==> src/t8sc_pkg.sv <==
// Shared constants and types for the 8-bit single-compare timer
package t8sc_pkg;

    ////////////////////////////////////////////////////////////////////////////////
    // Register bus
    localparam int unsigned ADDR_W = 8;
    localparam logic [ADDR_W-1:0] OFF_CTRL = 8'h00;
    localparam logic [ADDR_W-1:0] OFF_COUNT = 8'h04;
    localparam logic [ADDR_W-1:0] OFF_COMPARE = 8'h08;
    localparam logic [ADDR_W-1:0] OFF_FLAG = 8'h0C;
    localparam logic [ADDR_W-1:0] OFF_MASK = 8'h10;
    localparam logic [1:0] RESP_OKAY = 2'h0;
    localparam logic [1:0] RESP_SLVERR = 2'h2;

    ////////////////////////////////////////////////////////////////////////////////
    // Field positions
    localparam int unsigned CTRL_WGM_LSB = 0;
    localparam int unsigned CTRL_COM_LSB = 4;
    localparam int unsigned CTRL_FORCE_BIT = 7;
    localparam int unsigned CTRL_CS_LSB = 8;
    localparam int unsigned FLAG_OVF_BIT = 0;
    localparam int unsigned FLAG_CMP_BIT = 1;

    ////////////////////////////////////////////////////////////////////////////////
    // Values
    localparam logic [7:0] CNT_BOTTOM = 8'h00;
    localparam logic [7:0] CNT_MAX = 8'hFF;
    localparam logic [7:0] RST_BYTE = 8'h00;
    localparam int unsigned PRESC_W = 10;

    typedef enum logic [1:0] {
        T8SC_MODE_NORMAL,
        T8SC_MODE_PHASE,
        T8SC_MODE_CTC,
        T8SC_MODE_FAST
    } t8sc_mode_t;

    typedef enum logic [1:0] {
        T8SC_COM_NONE,
        T8SC_COM_TOGGLE,
        T8SC_COM_CLEAR,
        T8SC_COM_SET
    } t8sc_com_t;

    typedef enum logic [2:0] {
        T8SC_CS_STOP,
        T8SC_CS_DIV1,
        T8SC_CS_DIV8,
        T8SC_CS_DIV64,
        T8SC_CS_DIV256,
        T8SC_CS_DIV1024,
        T8SC_CS_EXT_FALL,
        T8SC_CS_EXT_RISE
    } t8sc_cs_t;

endpackage : t8sc_pkg

==> src/t8sc_prescaler.sv <==
// Free-running prescaler giving one-cycle divided enables
`timescale 1ns/1ps
`default_nettype none

module t8sc_prescaler (
    input wire logic clk_sys_in,
    input wire logic rst_in,
    output logic div8_en_out,
    output logic div64_en_out,
    output logic div256_en_out,
    output logic div1024_en_out
);
    import t8sc_pkg::*;

    logic [PRESC_W-1:0] presc_r;

    // Shared by all taps, so changing the divider never waits for a restart
    always_ff @(posedge clk_sys_in)
    begin
        if (rst_in)
        begin
            presc_r <= '0;
            div8_en_out <= 1'b0;
            div64_en_out <= 1'b0;
            div256_en_out <= 1'b0;
            div1024_en_out <= 1'b0;
        end
        else
        begin
            presc_r <= presc_r + 1'b1;
            div8_en_out <= &presc_r[2:0];
            div64_en_out <= &presc_r[5:0];
            div256_en_out <= &presc_r[7:0];
            div1024_en_out <= &presc_r[9:0];
        end
    end

endmodule : t8sc_prescaler

`default_nettype wire

==> src/t8sc_timer.sv <==
// 8-bit timer/counter with one compare unit and an AXI4-Lite register slave
//
// Local design decisions: register access over AXI4-Lite and the register offsets.
`timescale 1ns/1ps
`default_nettype none

module t8sc_timer (
    input wire logic clk_sys_in,
    input wire logic rst_in,
    input wire logic s_axi_awvalid,
    input wire logic [t8sc_pkg::ADDR_W-1:0] s_axi_awaddr,
    output logic s_axi_awready,
    input wire logic s_axi_wvalid,
    input wire logic [31:0] s_axi_wdata,
    input wire logic [3:0] s_axi_wstrb,
    output logic s_axi_wready,
    output logic s_axi_bvalid,
    output logic [1:0] s_axi_bresp,
    input wire logic s_axi_bready,
    input wire logic s_axi_arvalid,
    input wire logic [t8sc_pkg::ADDR_W-1:0] s_axi_araddr,
    output logic s_axi_arready,
    output logic s_axi_rvalid,
    output logic [31:0] s_axi_rdata,
    output logic [1:0] s_axi_rresp,
    input wire logic s_axi_rready,
    input wire logic ext_count_pin_in,
    input wire logic global_irq_enable_in,
    input wire logic ovf_irq_ack_in,
    input wire logic cmp_irq_ack_in,
    output logic compare_output_out,
    output logic ovf_irq_req_out,
    output logic cmp_irq_req_out
);
    import t8sc_pkg::*;

    ////////////////////////////////////////////////////////////////////////////////
    // Bus write channel
    logic [ADDR_W-1:0] aw_addr_r;
    logic [31:0] w_data_r;
    logic [3:0] w_strb_r;

    wire aw_hs = s_axi_awvalid & s_axi_awready;
    wire w_hs = s_axi_wvalid & s_axi_wready;
    // Fires once, in the cycle after both halves have been taken
    wire wr_fire = !s_axi_awready & !s_axi_wready & !s_axi_bvalid;
    wire wsel_ctrl = wr_fire & (aw_addr_r == OFF_CTRL);
    wire wsel_count = wr_fire & (aw_addr_r == OFF_COUNT);
    wire wsel_compare = wr_fire & (aw_addr_r == OFF_COMPARE);
    wire wsel_flag = wr_fire & (aw_addr_r == OFF_FLAG);
    wire wsel_mask = wr_fire & (aw_addr_r == OFF_MASK);
    wire wr_hit = wsel_ctrl | wsel_count | wsel_compare | wsel_flag | wsel_mask;
    wire [7:0] wbyte = w_data_r[7:0];

    always_ff @(posedge clk_sys_in)
    begin
        if (rst_in)
        begin
            s_axi_awready <= 1'b1;
            s_axi_wready <= 1'b1;
            s_axi_bvalid <= 1'b0;
            s_axi_bresp <= RESP_OKAY;
            aw_addr_r <= '0;
            w_data_r <= '0;
            w_strb_r <= '0;
        end
        else
        begin
            if (aw_hs)
            begin
                aw_addr_r <= s_axi_awaddr;
                s_axi_awready <= 1'b0;
            end
            else if (s_axi_bvalid && s_axi_bready)
            begin
                s_axi_awready <= 1'b1;
            end
            if (w_hs)
            begin
                w_data_r <= s_axi_wdata;
                w_strb_r <= s_axi_wstrb;
                s_axi_wready <= 1'b0;
            end
            else if (s_axi_bvalid && s_axi_bready)
            begin
                s_axi_wready <= 1'b1;
            end
            if (wr_fire)
            begin
                s_axi_bvalid <= 1'b1;
                s_axi_bresp <= wr_hit ? RESP_OKAY : RESP_SLVERR;
            end
            else if (s_axi_bready)
            begin
                s_axi_bvalid <= 1'b0;
            end
        end
    end

    ////////////////////////////////////////////////////////////////////////////////
    // Timer state
    t8sc_mode_t mode_r;
    t8sc_com_t com_r;
    t8sc_cs_t cs_r;
    logic [7:0] cnt_r;
    logic [7:0] cnt_nxt;
    logic [7:0] cmp_act_r;
    logic [7:0] cmp_buf_r;
    logic down_r;
    logic down_nxt;
    logic block_r;
    logic ext_prev_r;
    logic ovf_flag_r;
    logic cmp_flag_r;
    logic ovf_mask_r;
    logic cmp_mask_r;
    logic oc_nxt;
    logic ovf_set;
    logic tick;
    logic div8_en;
    logic div64_en;
    logic div256_en;
    logic div1024_en;

    t8sc_prescaler u_presc (
        .clk_sys_in(clk_sys_in),
        .rst_in(rst_in),
        .div8_en_out(div8_en),
        .div64_en_out(div64_en),
        .div256_en_out(div256_en),
        .div1024_en_out(div1024_en)
    );

    // Pin is taken as already synchronous, so a single delay stage finds edges
    always_comb
    begin
        unique case (cs_r)
            T8SC_CS_STOP: tick = 1'b0;
            T8SC_CS_DIV1: tick = 1'b1;
            T8SC_CS_DIV8: tick = div8_en;
            T8SC_CS_DIV64: tick = div64_en;
            T8SC_CS_DIV256: tick = div256_en;
            T8SC_CS_DIV1024: tick = div1024_en;
            T8SC_CS_EXT_FALL: tick = ext_prev_r & !ext_count_pin_in;
            T8SC_CS_EXT_RISE: tick = !ext_prev_r & ext_count_pin_in;
        endcase
    end

    wire pwm = (mode_r == T8SC_MODE_PHASE) || (mode_r == T8SC_MODE_FAST);
    wire at_bottom = (cnt_r == CNT_BOTTOM);
    wire at_max = (cnt_r == CNT_MAX);
    wire match = (cnt_r == cmp_act_r);
    wire [7:0] top_val = (mode_r == T8SC_MODE_CTC) ? cmp_act_r : CNT_MAX;
    wire at_top = (cnt_r == top_val);
    wire cnt_wr = wsel_count & w_strb_r[0];
    wire cmp_wr = wsel_compare & w_strb_r[0];
    wire cmp_set = tick & match & !block_r;
    wire buf_load = pwm & tick & at_max;
    wire force_hit = wsel_ctrl & w_strb_r[0] & wbyte[CTRL_FORCE_BIT] & !pwm;
    wire flag_wr = wsel_flag & w_strb_r[0];
    wire ovf_clr = (flag_wr & wbyte[FLAG_OVF_BIT]) | ovf_irq_ack_in;
    wire cmp_clr = (flag_wr & wbyte[FLAG_CMP_BIT]) | cmp_irq_ack_in;

    ////////////////////////////////////////////////////////////////////////////////
    // Count sequence
    always_comb
    begin
        cnt_nxt = cnt_r;
        down_nxt = (mode_r == T8SC_MODE_PHASE) ? down_r : 1'b0;
        ovf_set = 1'b0;
        if (tick)
        begin
            unique case (mode_r)
                T8SC_MODE_NORMAL, T8SC_MODE_FAST:
                begin
                    cnt_nxt = cnt_r + 8'h01;
                    ovf_set = at_max;
                end
                T8SC_MODE_CTC:
                begin
                    cnt_nxt = at_top ? CNT_BOTTOM : cnt_r + 8'h01;
                    ovf_set = at_max;
                end
                T8SC_MODE_PHASE:
                begin
                    // Turn at the ends; overflow is marked at bottom
                    ovf_set = at_bottom;
                    if (down_r && !at_bottom)
                    begin
                        cnt_nxt = cnt_r - 8'h01;
                    end
                    else if (!down_r && at_max)
                    begin
                        cnt_nxt = cnt_r - 8'h01;
                        down_nxt = 1'b1;
                    end
                    else
                    begin
                        cnt_nxt = cnt_r + 8'h01;
                        down_nxt = 1'b0;
                    end
                end
            endcase
        end
        if (cnt_wr)
        begin
            cnt_nxt = wbyte;
        end
    end

    ////////////////////////////////////////////////////////////////////////////////
    // Waveform generator
    always_comb
    begin
        oc_nxt = compare_output_out;
        if (!pwm && (cmp_set || force_hit))
        begin
            unique case (com_r)
                T8SC_COM_NONE: oc_nxt = compare_output_out;
                T8SC_COM_TOGGLE: oc_nxt = !compare_output_out;
                T8SC_COM_CLEAR: oc_nxt = 1'b0;
                T8SC_COM_SET: oc_nxt = 1'b1;
            endcase
        end
        else if (mode_r == T8SC_MODE_FAST)
        begin
            // Restart from bottom overrides a match at max
            if (tick && at_max && com_r[1])
            begin
                oc_nxt = (com_r == T8SC_COM_CLEAR);
            end
            else if (cmp_set && com_r[1])
            begin
                oc_nxt = (com_r == T8SC_COM_SET);
            end
        end
        else if (mode_r == T8SC_MODE_PHASE)
        begin
            if (cmp_set && com_r[1])
            begin
                oc_nxt = (com_r == T8SC_COM_SET) ? !down_r : down_r;
            end
        end
    end

    ////////////////////////////////////////////////////////////////////////////////
    // Timer registers
    always_ff @(posedge clk_sys_in)
    begin
        if (rst_in)
        begin
            mode_r <= T8SC_MODE_NORMAL;
            com_r <= T8SC_COM_NONE;
            cs_r <= T8SC_CS_STOP;
            cnt_r <= RST_BYTE;
            cmp_act_r <= RST_BYTE;
            cmp_buf_r <= RST_BYTE;
            down_r <= 1'b0;
            block_r <= 1'b0;
            ext_prev_r <= 1'b0;
            ovf_flag_r <= 1'b0;
            cmp_flag_r <= 1'b0;
            ovf_mask_r <= 1'b0;
            cmp_mask_r <= 1'b0;
            compare_output_out <= 1'b0;
            ovf_irq_req_out <= 1'b0;
            cmp_irq_req_out <= 1'b0;
        end
        else
        begin
            ext_prev_r <= ext_count_pin_in;
            cnt_r <= cnt_nxt;
            down_r <= down_nxt;
            compare_output_out <= oc_nxt;
            // A count write arms the block; the next tick consumes it
            block_r <= cnt_wr | (block_r & !tick);
            if (wsel_ctrl && w_strb_r[0])
            begin
                mode_r <= t8sc_mode_t'(wbyte[CTRL_WGM_LSB +: 2]);
                com_r <= t8sc_com_t'(wbyte[CTRL_COM_LSB +: 2]);
            end
            if (wsel_ctrl && w_strb_r[1])
            begin
                cs_r <= t8sc_cs_t'(w_data_r[CTRL_CS_LSB +: 3]);
            end
            if (wsel_mask && w_strb_r[0])
            begin
                ovf_mask_r <= wbyte[FLAG_OVF_BIT];
                cmp_mask_r <= wbyte[FLAG_CMP_BIT];
            end
            if (cmp_wr)
            begin
                cmp_buf_r <= wbyte;
            end
            if (cmp_wr && !pwm)
            begin
                cmp_act_r <= wbyte;
            end
            else if (buf_load)
            begin
                cmp_act_r <= cmp_buf_r;
            end
            // Setting beats clearing in the same cycle
            ovf_flag_r <= ovf_set | (ovf_flag_r & !ovf_clr);
            cmp_flag_r <= cmp_set | (cmp_flag_r & !cmp_clr);
            ovf_irq_req_out <= ovf_flag_r & ovf_mask_r & global_irq_enable_in;
            cmp_irq_req_out <= cmp_flag_r & cmp_mask_r & global_irq_enable_in;
        end
    end

    ////////////////////////////////////////////////////////////////////////////////
    // Bus read channel
    wire [7:0] cmp_view = pwm ? cmp_buf_r : cmp_act_r;
    wire [31:0] ctrl_view = {21'h0, cs_r, 2'b00, com_r, 2'b00, mode_r};
    wire rsel_ctrl = (s_axi_araddr == OFF_CTRL);
    wire rsel_count = (s_axi_araddr == OFF_COUNT);
    wire rsel_compare = (s_axi_araddr == OFF_COMPARE);
    wire rsel_flag = (s_axi_araddr == OFF_FLAG);
    wire rsel_mask = (s_axi_araddr == OFF_MASK);
    wire rd_hit = rsel_ctrl | rsel_count | rsel_compare | rsel_flag | rsel_mask;
    wire [31:0] rd_mux = rsel_ctrl ? ctrl_view :
                         rsel_count ? {24'h0, cnt_r} :
                         rsel_compare ? {24'h0, cmp_view} :
                         rsel_flag ? {30'h0, cmp_flag_r, ovf_flag_r} :
                         rsel_mask ? {30'h0, cmp_mask_r, ovf_mask_r} : 32'h0000_0000;

    always_ff @(posedge clk_sys_in)
    begin
        if (rst_in)
        begin
            s_axi_arready <= 1'b1;
            s_axi_rvalid <= 1'b0;
            s_axi_rdata <= '0;
            s_axi_rresp <= RESP_OKAY;
        end
        else if (s_axi_arvalid && s_axi_arready)
        begin
            s_axi_arready <= 1'b0;
            s_axi_rvalid <= 1'b1;
            s_axi_rdata <= rd_mux;
            s_axi_rresp <= rd_hit ? RESP_OKAY : RESP_SLVERR;
        end
        else if (s_axi_rvalid && s_axi_rready)
        begin
            s_axi_rvalid <= 1'b0;
            s_axi_arready <= 1'b1;
        end
    end

    ////////////////////////////////////////////////////////////////////////////////
    // Checks
    chk_write_priority: assert property (@(posedge clk_sys_in) disable iff (rst_in)
        cnt_wr |=> cnt_r == $past(wbyte))
        else $error("count write lost to counter");

    chk_stopped_hold: assert property (@(posedge clk_sys_in) disable iff (rst_in)
        (cs_r == T8SC_CS_STOP) && !cnt_wr |=> $stable(cnt_r))
        else $error("stopped counter moved");

    chk_normal_overflow: assert property (@(posedge clk_sys_in) disable iff (rst_in)
        tick && mode_r == T8SC_MODE_NORMAL && at_max && !cnt_wr |=> ovf_flag_r && cnt_r == 8'h00)
        else $error("normal wrap did not flag overflow");

    chk_ctc_clear: assert property (@(posedge clk_sys_in) disable iff (rst_in)
        tick && mode_r == T8SC_MODE_CTC && match && !cnt_wr |=> cnt_r == 8'h00)
        else $error("clear-on-match did not clear");

    chk_match_blocked: assert property (@(posedge clk_sys_in) disable iff (rst_in)
        block_r && tick && !cmp_flag_r |=> !cmp_flag_r)
        else $error("match not blocked after count write");

    chk_irq_gate: assert property (@(posedge clk_sys_in) disable iff (rst_in)
        cmp_irq_req_out |-> $past(cmp_flag_r & cmp_mask_r & global_irq_enable_in))
        else $error("compare request without its conditions");

    chk_force_noflag: assert property (@(posedge clk_sys_in) disable iff (rst_in)
        force_hit && !tick && !cmp_flag_r |=> !cmp_flag_r && cnt_r == $past(cnt_r))
        else $error("forced match touched flag or counter");

    chk_buffer_hold: assert property (@(posedge clk_sys_in) disable iff (rst_in)
        pwm && !buf_load && !wsel_ctrl |=> $stable(cmp_act_r))
        else $error("active compare changed away from top");

    chk_flag_set_wins: assert property (@(posedge clk_sys_in) disable iff (rst_in)
        cmp_set && cmp_clr |=> cmp_flag_r)
        else $error("compare flag clear beat a new match");

endmodule : t8sc_timer

`default_nettype wire

==> config.mk <==
export PLATFORM = sky130hd
export DESIGN_NAME = t8sc_timer
export DESIGN_NICKNAME = d
export VERILOG_FILES = /design/src/t8sc_pkg.sv /design/src/t8sc_prescaler.sv /design/src/t8sc_timer.sv
export SDC_FILE = /design/constraint.sdc
export NUM_CORES = 1
export LEC_CHECK = 0
export BUFFER_PORTS_ARGS = -buffer_cell sky130_fd_sc_hd__buf_2
export CELL_PAD_IN_SITES_DETAIL_PLACEMENT = 1
export CELL_PAD_IN_SITES_GLOBAL_PLACEMENT = 2
export CORE_ASPECT_RATIO = 1.25
export CORE_MARGIN = 2
export CORE_UTILIZATION = 32
export DETAILED_ROUTE_END_ITERATION = 6
export PLACE_DENSITY_LB_ADDON = 0.12
export SYNTH_ARGS = -nofsm -noshare
export SYNTH_HDL_FRONTEND = slang
export SYNTH_SLANG_ARGS = --single-unit
==> constraint.sdc <==
create_clock -name clk_sys_in -period 6.3 [get_ports clk_sys_in]
set_clock_uncertainty 0.1 [all_clocks]
set_input_delay 0.945 -clock clk_sys_in [delete_from_list [all_inputs] [get_ports clk_sys_in]]
set_output_delay 0.945 -clock clk_sys_in [all_outputs]
set_load 0.005 [all_outputs]
# Word-level counts from Yosys, hierarchy flattened
# Cells that the tools add are included.
[totals] regBits=117 inputBits=63 word_cells=195 out_inout_bits=44
[classes] addsub=3 bitwise_logic=43 reduce_logical=50 muxes=42 eq_ne=25
[ops] cell="$mux 8" n=11
[ops] cell="$eq 8x4->1 const B" n=4
[ops] cell="$and 1x1->1" n=30
[ops] cell="$logic_not 8->1" n=3
[ops] cell="$pmux 8 s3" n=1
[ops] cell="$mux 1" n=22
[ops] cell="$eq 8x3->1 const B" n=2
[ops] cell="$eq 8x5->1 const B" n=2
[ops] cell="$eq 8x8->1" n=2
[ops] cell="$logic_and 1x1->1" n=13
[ops] cell="$logic_not 1->1" n=13
[ops] cell="$or 1x1->1" n=13
[ops] cell="$eq 3x3->1 const B" n=4
[ops] cell="$reduce_bool 2->1" n=6
[ops] cell="$mux 11" n=1
[ops] cell="$add 10x1->10 const B" n=1
[ops] cell="$reduce_and 10->1" n=1
[ops] cell="$reduce_bool 3->1" n=3
[ops] cell="$add 8x1->8 const B" n=1
[ops] cell="$eq 2x2->1 const B" n=4
[ops] cell="$eq 8x8->1 const B" n=1
[ops] cell="$mux 2" n=4
[ops] cell="$pmux 1 s8" n=1
[ops] cell="$reduce_and 8->1" n=1
[ops] cell="15 further kinds" n=19

# Logic depth before layout (Yosys ltp)
[logic_depth] depth_word=11 ltp_mapped=10 ltp_nobuf=9

# Cells and area by module
# Synthesis repeated with hierarchy kept, for this count alone.
[unflattened] cells_unflattened=582 hier_area_um2=4853.4
[modules_own_cells] mod="t8sc_timer" instances=1 cells_each=528 area_per_inst_um2=4320.4 seq_area_each_um2=1601.5
[modules_own_cells] mod="t8sc_prescaler" instances=1 cells_each=54 area_per_inst_um2=533.0 seq_area_each_um2=280.3

# Least setup slack after synthesis
# OpenSTA, ideal clock, no wires.
[synth_path] kind="in2reg" start="input s_axi_araddr[1] (netlist name)" end="register s_axi_rdata[0]" path_stages=6 setup_slack_ns=3.899 t_arrival_ns=2.173 required_time_ns=6.072 setup_time_ns=0.128 path_buffers=0 path_cell_list="nor3_1 > nand2_1 > nor4_1 > a21oi_1 > a32oi_1 > nor2_1"
[synth_between] elab_chain_cells=6 word_cells_on_any_way=10 classes_between="eq/ne (4); mux (5); reduce/logical (1)"
[synth_lines] element="from (decl)" line_no="t8sc_timer.sv:21" source="input wire logic [t8sc_pkg::ADDR_W-1:0] s_axi_araddr,"
[synth_lines] element="$eq 8x5->1" line_no="t8sc_timer.sv:319" source="wire rsel_mask = (s_axi_araddr == OFF_MASK);"
[synth_lines] element="$mux 2" line_no="t8sc_timer.sv:325" source="rsel_mask ? {30'h0, cmp_mask_r, ovf_mask_r} : 32'h0000_0000;"
[synth_lines] element="$mux 2" line_no="t8sc_timer.sv:324" source="rsel_flag ? {30'h0, cmp_flag_r, ovf_flag_r} :"
[synth_lines] element="$mux 8" line_no="t8sc_timer.sv:323" source="rsel_compare ? {24'h0, cmp_view} :"
[synth_lines] element="$mux 8" line_no="t8sc_timer.sv:322" source="rsel_count ? {24'h0, cnt_r} :"
[synth_lines] element="$mux 11 (*)" line_no="t8sc_timer.sv:321" source="wire [31:0] rd_mux = rsel_ctrl ? ctrl_view :"
[synth_lines] element="to (signal assigned)" line_no="t8sc_timer.sv:340" source="s_axi_rdata <= rd_mux;"
[synth_lines] element="to (decl)" line_no="t8sc_timer.sv:24" source="output logic [31:0] s_axi_rdata,"
# Mark *: on every way between the ends. The rest lies on a longest branch, timed or not.
# A chain may end at the register's enable or synchronous reset.

# Worst setup path after layout
[layout_path] start="register mode_r[1]" end="register s_axi_rdata[1]"
[layout_between] elab_chain_cells=6 word_cells_on_any_way=7 classes_between="eq/ne (2); mux (4); reduce/logical (1)"
[layout_lines] element="from (decl)" line_no="t8sc_timer.sv:102" source="t8sc_mode_t mode_r;"
[layout_lines] element="from (signal assigned)" line_no="t8sc_timer.sv:279" source="mode_r <= t8sc_mode_t'(wbyte[CTRL_WGM_LSB +: 2]);"
[layout_lines] element="$eq 2x1->1 / $eq 2x2->1 (equally long branches)" line_no="t8sc_timer.sv:149" source="wire pwm = (mode_r == T8SC_MODE_PHASE) || (mode_r == T8SC_MODE_FAST);"
[layout_lines] element="$logic_or 1x1->1" line_no="t8sc_timer.sv:149"
[layout_lines] element="$mux 8" line_no="t8sc_timer.sv:313" source="wire [7:0] cmp_view = pwm ? cmp_buf_r : cmp_act_r;"
[layout_lines] element="$mux 8" line_no="t8sc_timer.sv:323"
[layout_lines] element="$mux 8" line_no="t8sc_timer.sv:322"
[layout_lines] element="$mux 11 (*)" line_no="t8sc_timer.sv:321"
# Marks and branches as above.

==> metrics.yaml <==
worst_setup_path:
  cp.arrival_ns: 2.99
  critPathKind: "register to register"
  rr_startpoint: "mode_r[1]"
  crit_chain: "inv_1, ha_1, nor2_1, nand2_1, nand3_1, o21ai_0, a211oi_1, o221ai_1, a21oi_1"
  crit_family: "simple AND/OR/NAND/NOR gates"
  reg2reg_slack_ns: 3.49
  reg2reg_depth: 9
  r2r_end: "s_axi_rdata[1]"
  worstSetupStartpointType: "register"
  end_kind: "register"
  critPathMaxStageDelay_ns: 0.83
  slowest_stage: "nor2_1"
  crit_required_ns: 6.47
  crit_fanout: 12
  timing.critical_path.buf_inv: 1
cts:
  ctsHoldBuffers: 0
  clock_latency_ns: 0.35
  clk_pin_slew_worst_paths_ns: 0.06
  cts_setup_buffers: 0
  cts_buffers: 9
  htreeDepth: 3
  cts_tree: "built"
  root_buffer: "clkbuf_16"
  post_cts_resized: 0
  ctsLongestPathBuffers: 2
  clock_sinks: 94
sta:
  period_needed_ns: 2.81
  tightest_slew_ns: 1.06
  grt_setup_unrepaired: "no"
  fmax_mhz: 356
  setup_viol: 0
  finalHoldViolCount: 0
  final.setup.tns_ns: 0
  period_share_pct: 44.6
  holdWs_ns: 0.355
  max_slew_margin_pct: 28.7
  slew_violations: 0
layout:
  fin_nets: 707
  layout_commonest_cell: "dfxtp_1"
  drive_gt1_share_pct: 15.0
  final_cell_mix: "dfxtp_1 (94), nand2_1 (78), nor2_1 (62)"
  n_antenna_cell: 0
  synthToLayoutAreaGrowth_pct: 12.7
  finalInstanceArea_um2: 5490
  fin_cells: 821
  final_core_util_pct: 36.7
place:
  dp_hpwl_um: 10400
  place_area_um2: 5160
  dp.cells: 807
  gp_congestion: 0.848
  portBuffers: 60
logic_synthesis:
  synth_edf_count: 0
  seq_area_frac_synth_pct: 38.7
  avgSynthCellArea_um2: 8.15
  synth_warnings: 0
  synthCells: 597
  ys.flop_type: "dfxtp_1"
  synthArstFlopShare_pct: 0
  ys_ff_latch: 94
  ys_types: 63
  syn_area_um2: 4870
hold_path:
  hold_depth: 2
  holdCritPathClass: "register to register"
  min_to: "s_axi_rdata[8]"
  hold_start: "s_axi_rdata[8]"
floorplanning:
  fp.dieArea_um2: 16200
  core_area_um2: 15000
  die_h_um: 142
  start_util_pct: 32.6
  num_io_pins: 107
  die_w_um: 114
  rows: 50
global_route:
  grt_max_degree: 94
  overflow: 0
  first_global_vias: 4298
  grt_first_pass_wirelength_um: 22800
  grtUsageTotal_pct: 18.1
  antenna_found_initial: 0
detailed_routing:
  drt_iter0_markers: 187
  vias: 4248
  ant_nets: 0
  avgRoutedWirePerCell_um: 17.2
  drt_pass1_iterations: 4
  wl_um: 14100
  drcViolationCount: 0
  vias_per_cell: 5.17
power:
  ir_drop_uv: 107
  power_density_nw_per_um2: 237
  p_leak_nw: 2.23
run:
  maxCapViolCount: 0
outcome:
  outcome: "finished, final reports clean"
state kept, by name (all words and copies together), names as in the netlist, 3 cells and up:
name,count
s_axi_rdata,11
u_presc.presc_r,10
cmp_act_r,8
w_data_r,11
cnt_r,8
cs_r,3
cmp_buf_r,8
aw_addr_r,8
how the worst max path moves through the flow:
| stage | from | endpoint | slack (ns) | cells past startpoint |
|---|---|---|---|---|
| floorplan | s_axi_araddr[1] | s_axi_rdata[0] | 3.90 | 6 |
| global placement | s_axi_araddr[1] | s_axi_rdata[0] | 3.29 | 7 |
| detailed placement | s_axi_araddr[1] | s_axi_rdata[5] | 3.32 | 6 |
| CTS | mode_r[1] | s_axi_rdata[1] | 3.48 | 9 |
| global route | mode_r[1] | s_axi_rdata[1] | 3.26 | 9 |
| finish | mode_r[1] | s_axi_rdata[1] | 3.49 | 9 |
per-stage QoR:
step	power [W]	worst slack, ns
3_3_place_gp	0.000716	3.29
2_1_floorplan	0.000694	3.90
3_5_place_dp	0.000718	3.32
6_report	0.00130	3.49
4_1_cts	0.00132	3.48
5_1_grt	0.00135	3.26
area by class of cell:
cell class / count / area (um^2)
inverter: 15 / 56.3
fill: 1835 / 9470
clock buffer: 11 / 253
tap: 182 / 228
clock inverter: 3 / 68.8
timing repair buffer: 63 / 323
multi-input combinational: 453 / 2680
sequential: 94 / 1880
power by group:
part	internal (W)	switching (W)
sequential	0.000609	0.0000172
clock	0.000366	0.000231
combinational	0.0000283	0.0000484
total	0.00100	0.000296
synthesized netlist by cell type (all sizes together) (3+ instances only):
| library cell | count | area share, % |
|---|---|---|
| nor2 | 62 | 4.8 |
| inv | 15 | 1.2 |
| nor4 | 9 | 1.3 |
| a22oi | 4 | 0.62 |
| nand3b | 3 | 0.46 |
| ha | 8 | 2.1 |
| nand3 | 34 | 3.6 |
| and2 | 3 | 0.39 |
| nand2 | 80 | 6.3 |
| xor2 | 15 | 2.7 |
| a31oi | 4 | 0.51 |
| dfxtp | 94 | 39 |
| o21bai | 4 | 0.62 |
| and3 | 10 | 1.3 |
| nor2b | 6 | 0.77 |
| xnor2 | 7 | 1.3 |
| or3 | 3 | 0.39 |
| buf | 39 | 5.7 |
| a21oi | 61 | 6.4 |
| nand4 | 3 | 0.39 |
| o21ai | 17 | 1.8 |
| clkbuf | 18 | 1.4 |
| nor3b | 3 | 0.46 |
| nor3 | 15 | 1.7 |
| mux2i | 25 | 5.1 |
| nand2b | 4 | 0.51 |
| a21o | 4 | 0.77 |
| a211oi | 15 | 2.4 |
| o211ai | 4 | 0.62 |
| a221oi | 3 | 0.54 |
worst reg2reg max path, stage by stage (launching register included):
cell      delay [ns]
dfxtp_1         0.41
inv_1           0.10
ha_1            0.25
nor2_1          0.83
nand2_1         0.20
nand3_1         0.13
o21ai_0         0.09
a211oi_1        0.26
o221ai_1        0.18
a21oi_1         0.18
layer usage:
layer | global-route usage [%] | vias to the layer above | wire (um)
met5 | 0 | - | 0
met3 | 3.03 | 19 | 314
met4 | 6.74 | 0 | 254
li1 | - | 2117 | -
met2 | 32.6 | 46 | 7420
met1 | 21.5 | 2066 | 6110
logic make-up (layout without fill, tap and decap cells):
| group | count (synthesis) | after routing | share of synthesized area (%) |
|---|---|---|---|
| flip-flops | 94 | 94 | 38.7 |
| buffers and inverters | 72 | 92 | 8.22 |
| XOR/XNOR | 22 | 22 | 3.96 |
| other | 1 | 23 | 0.0770 |
| AO/OA/AOI/OAI | 133 | 133 | 17.9 |
| AND/OR/NAND/NOR | 241 | 241 | 23.7 |
| multiplexers | 26 | 26 | 5.45 |
| adder cells (fa/ha/maj) | 8 | 8 | 2.06 |
(Power assumes the default switching activity.)
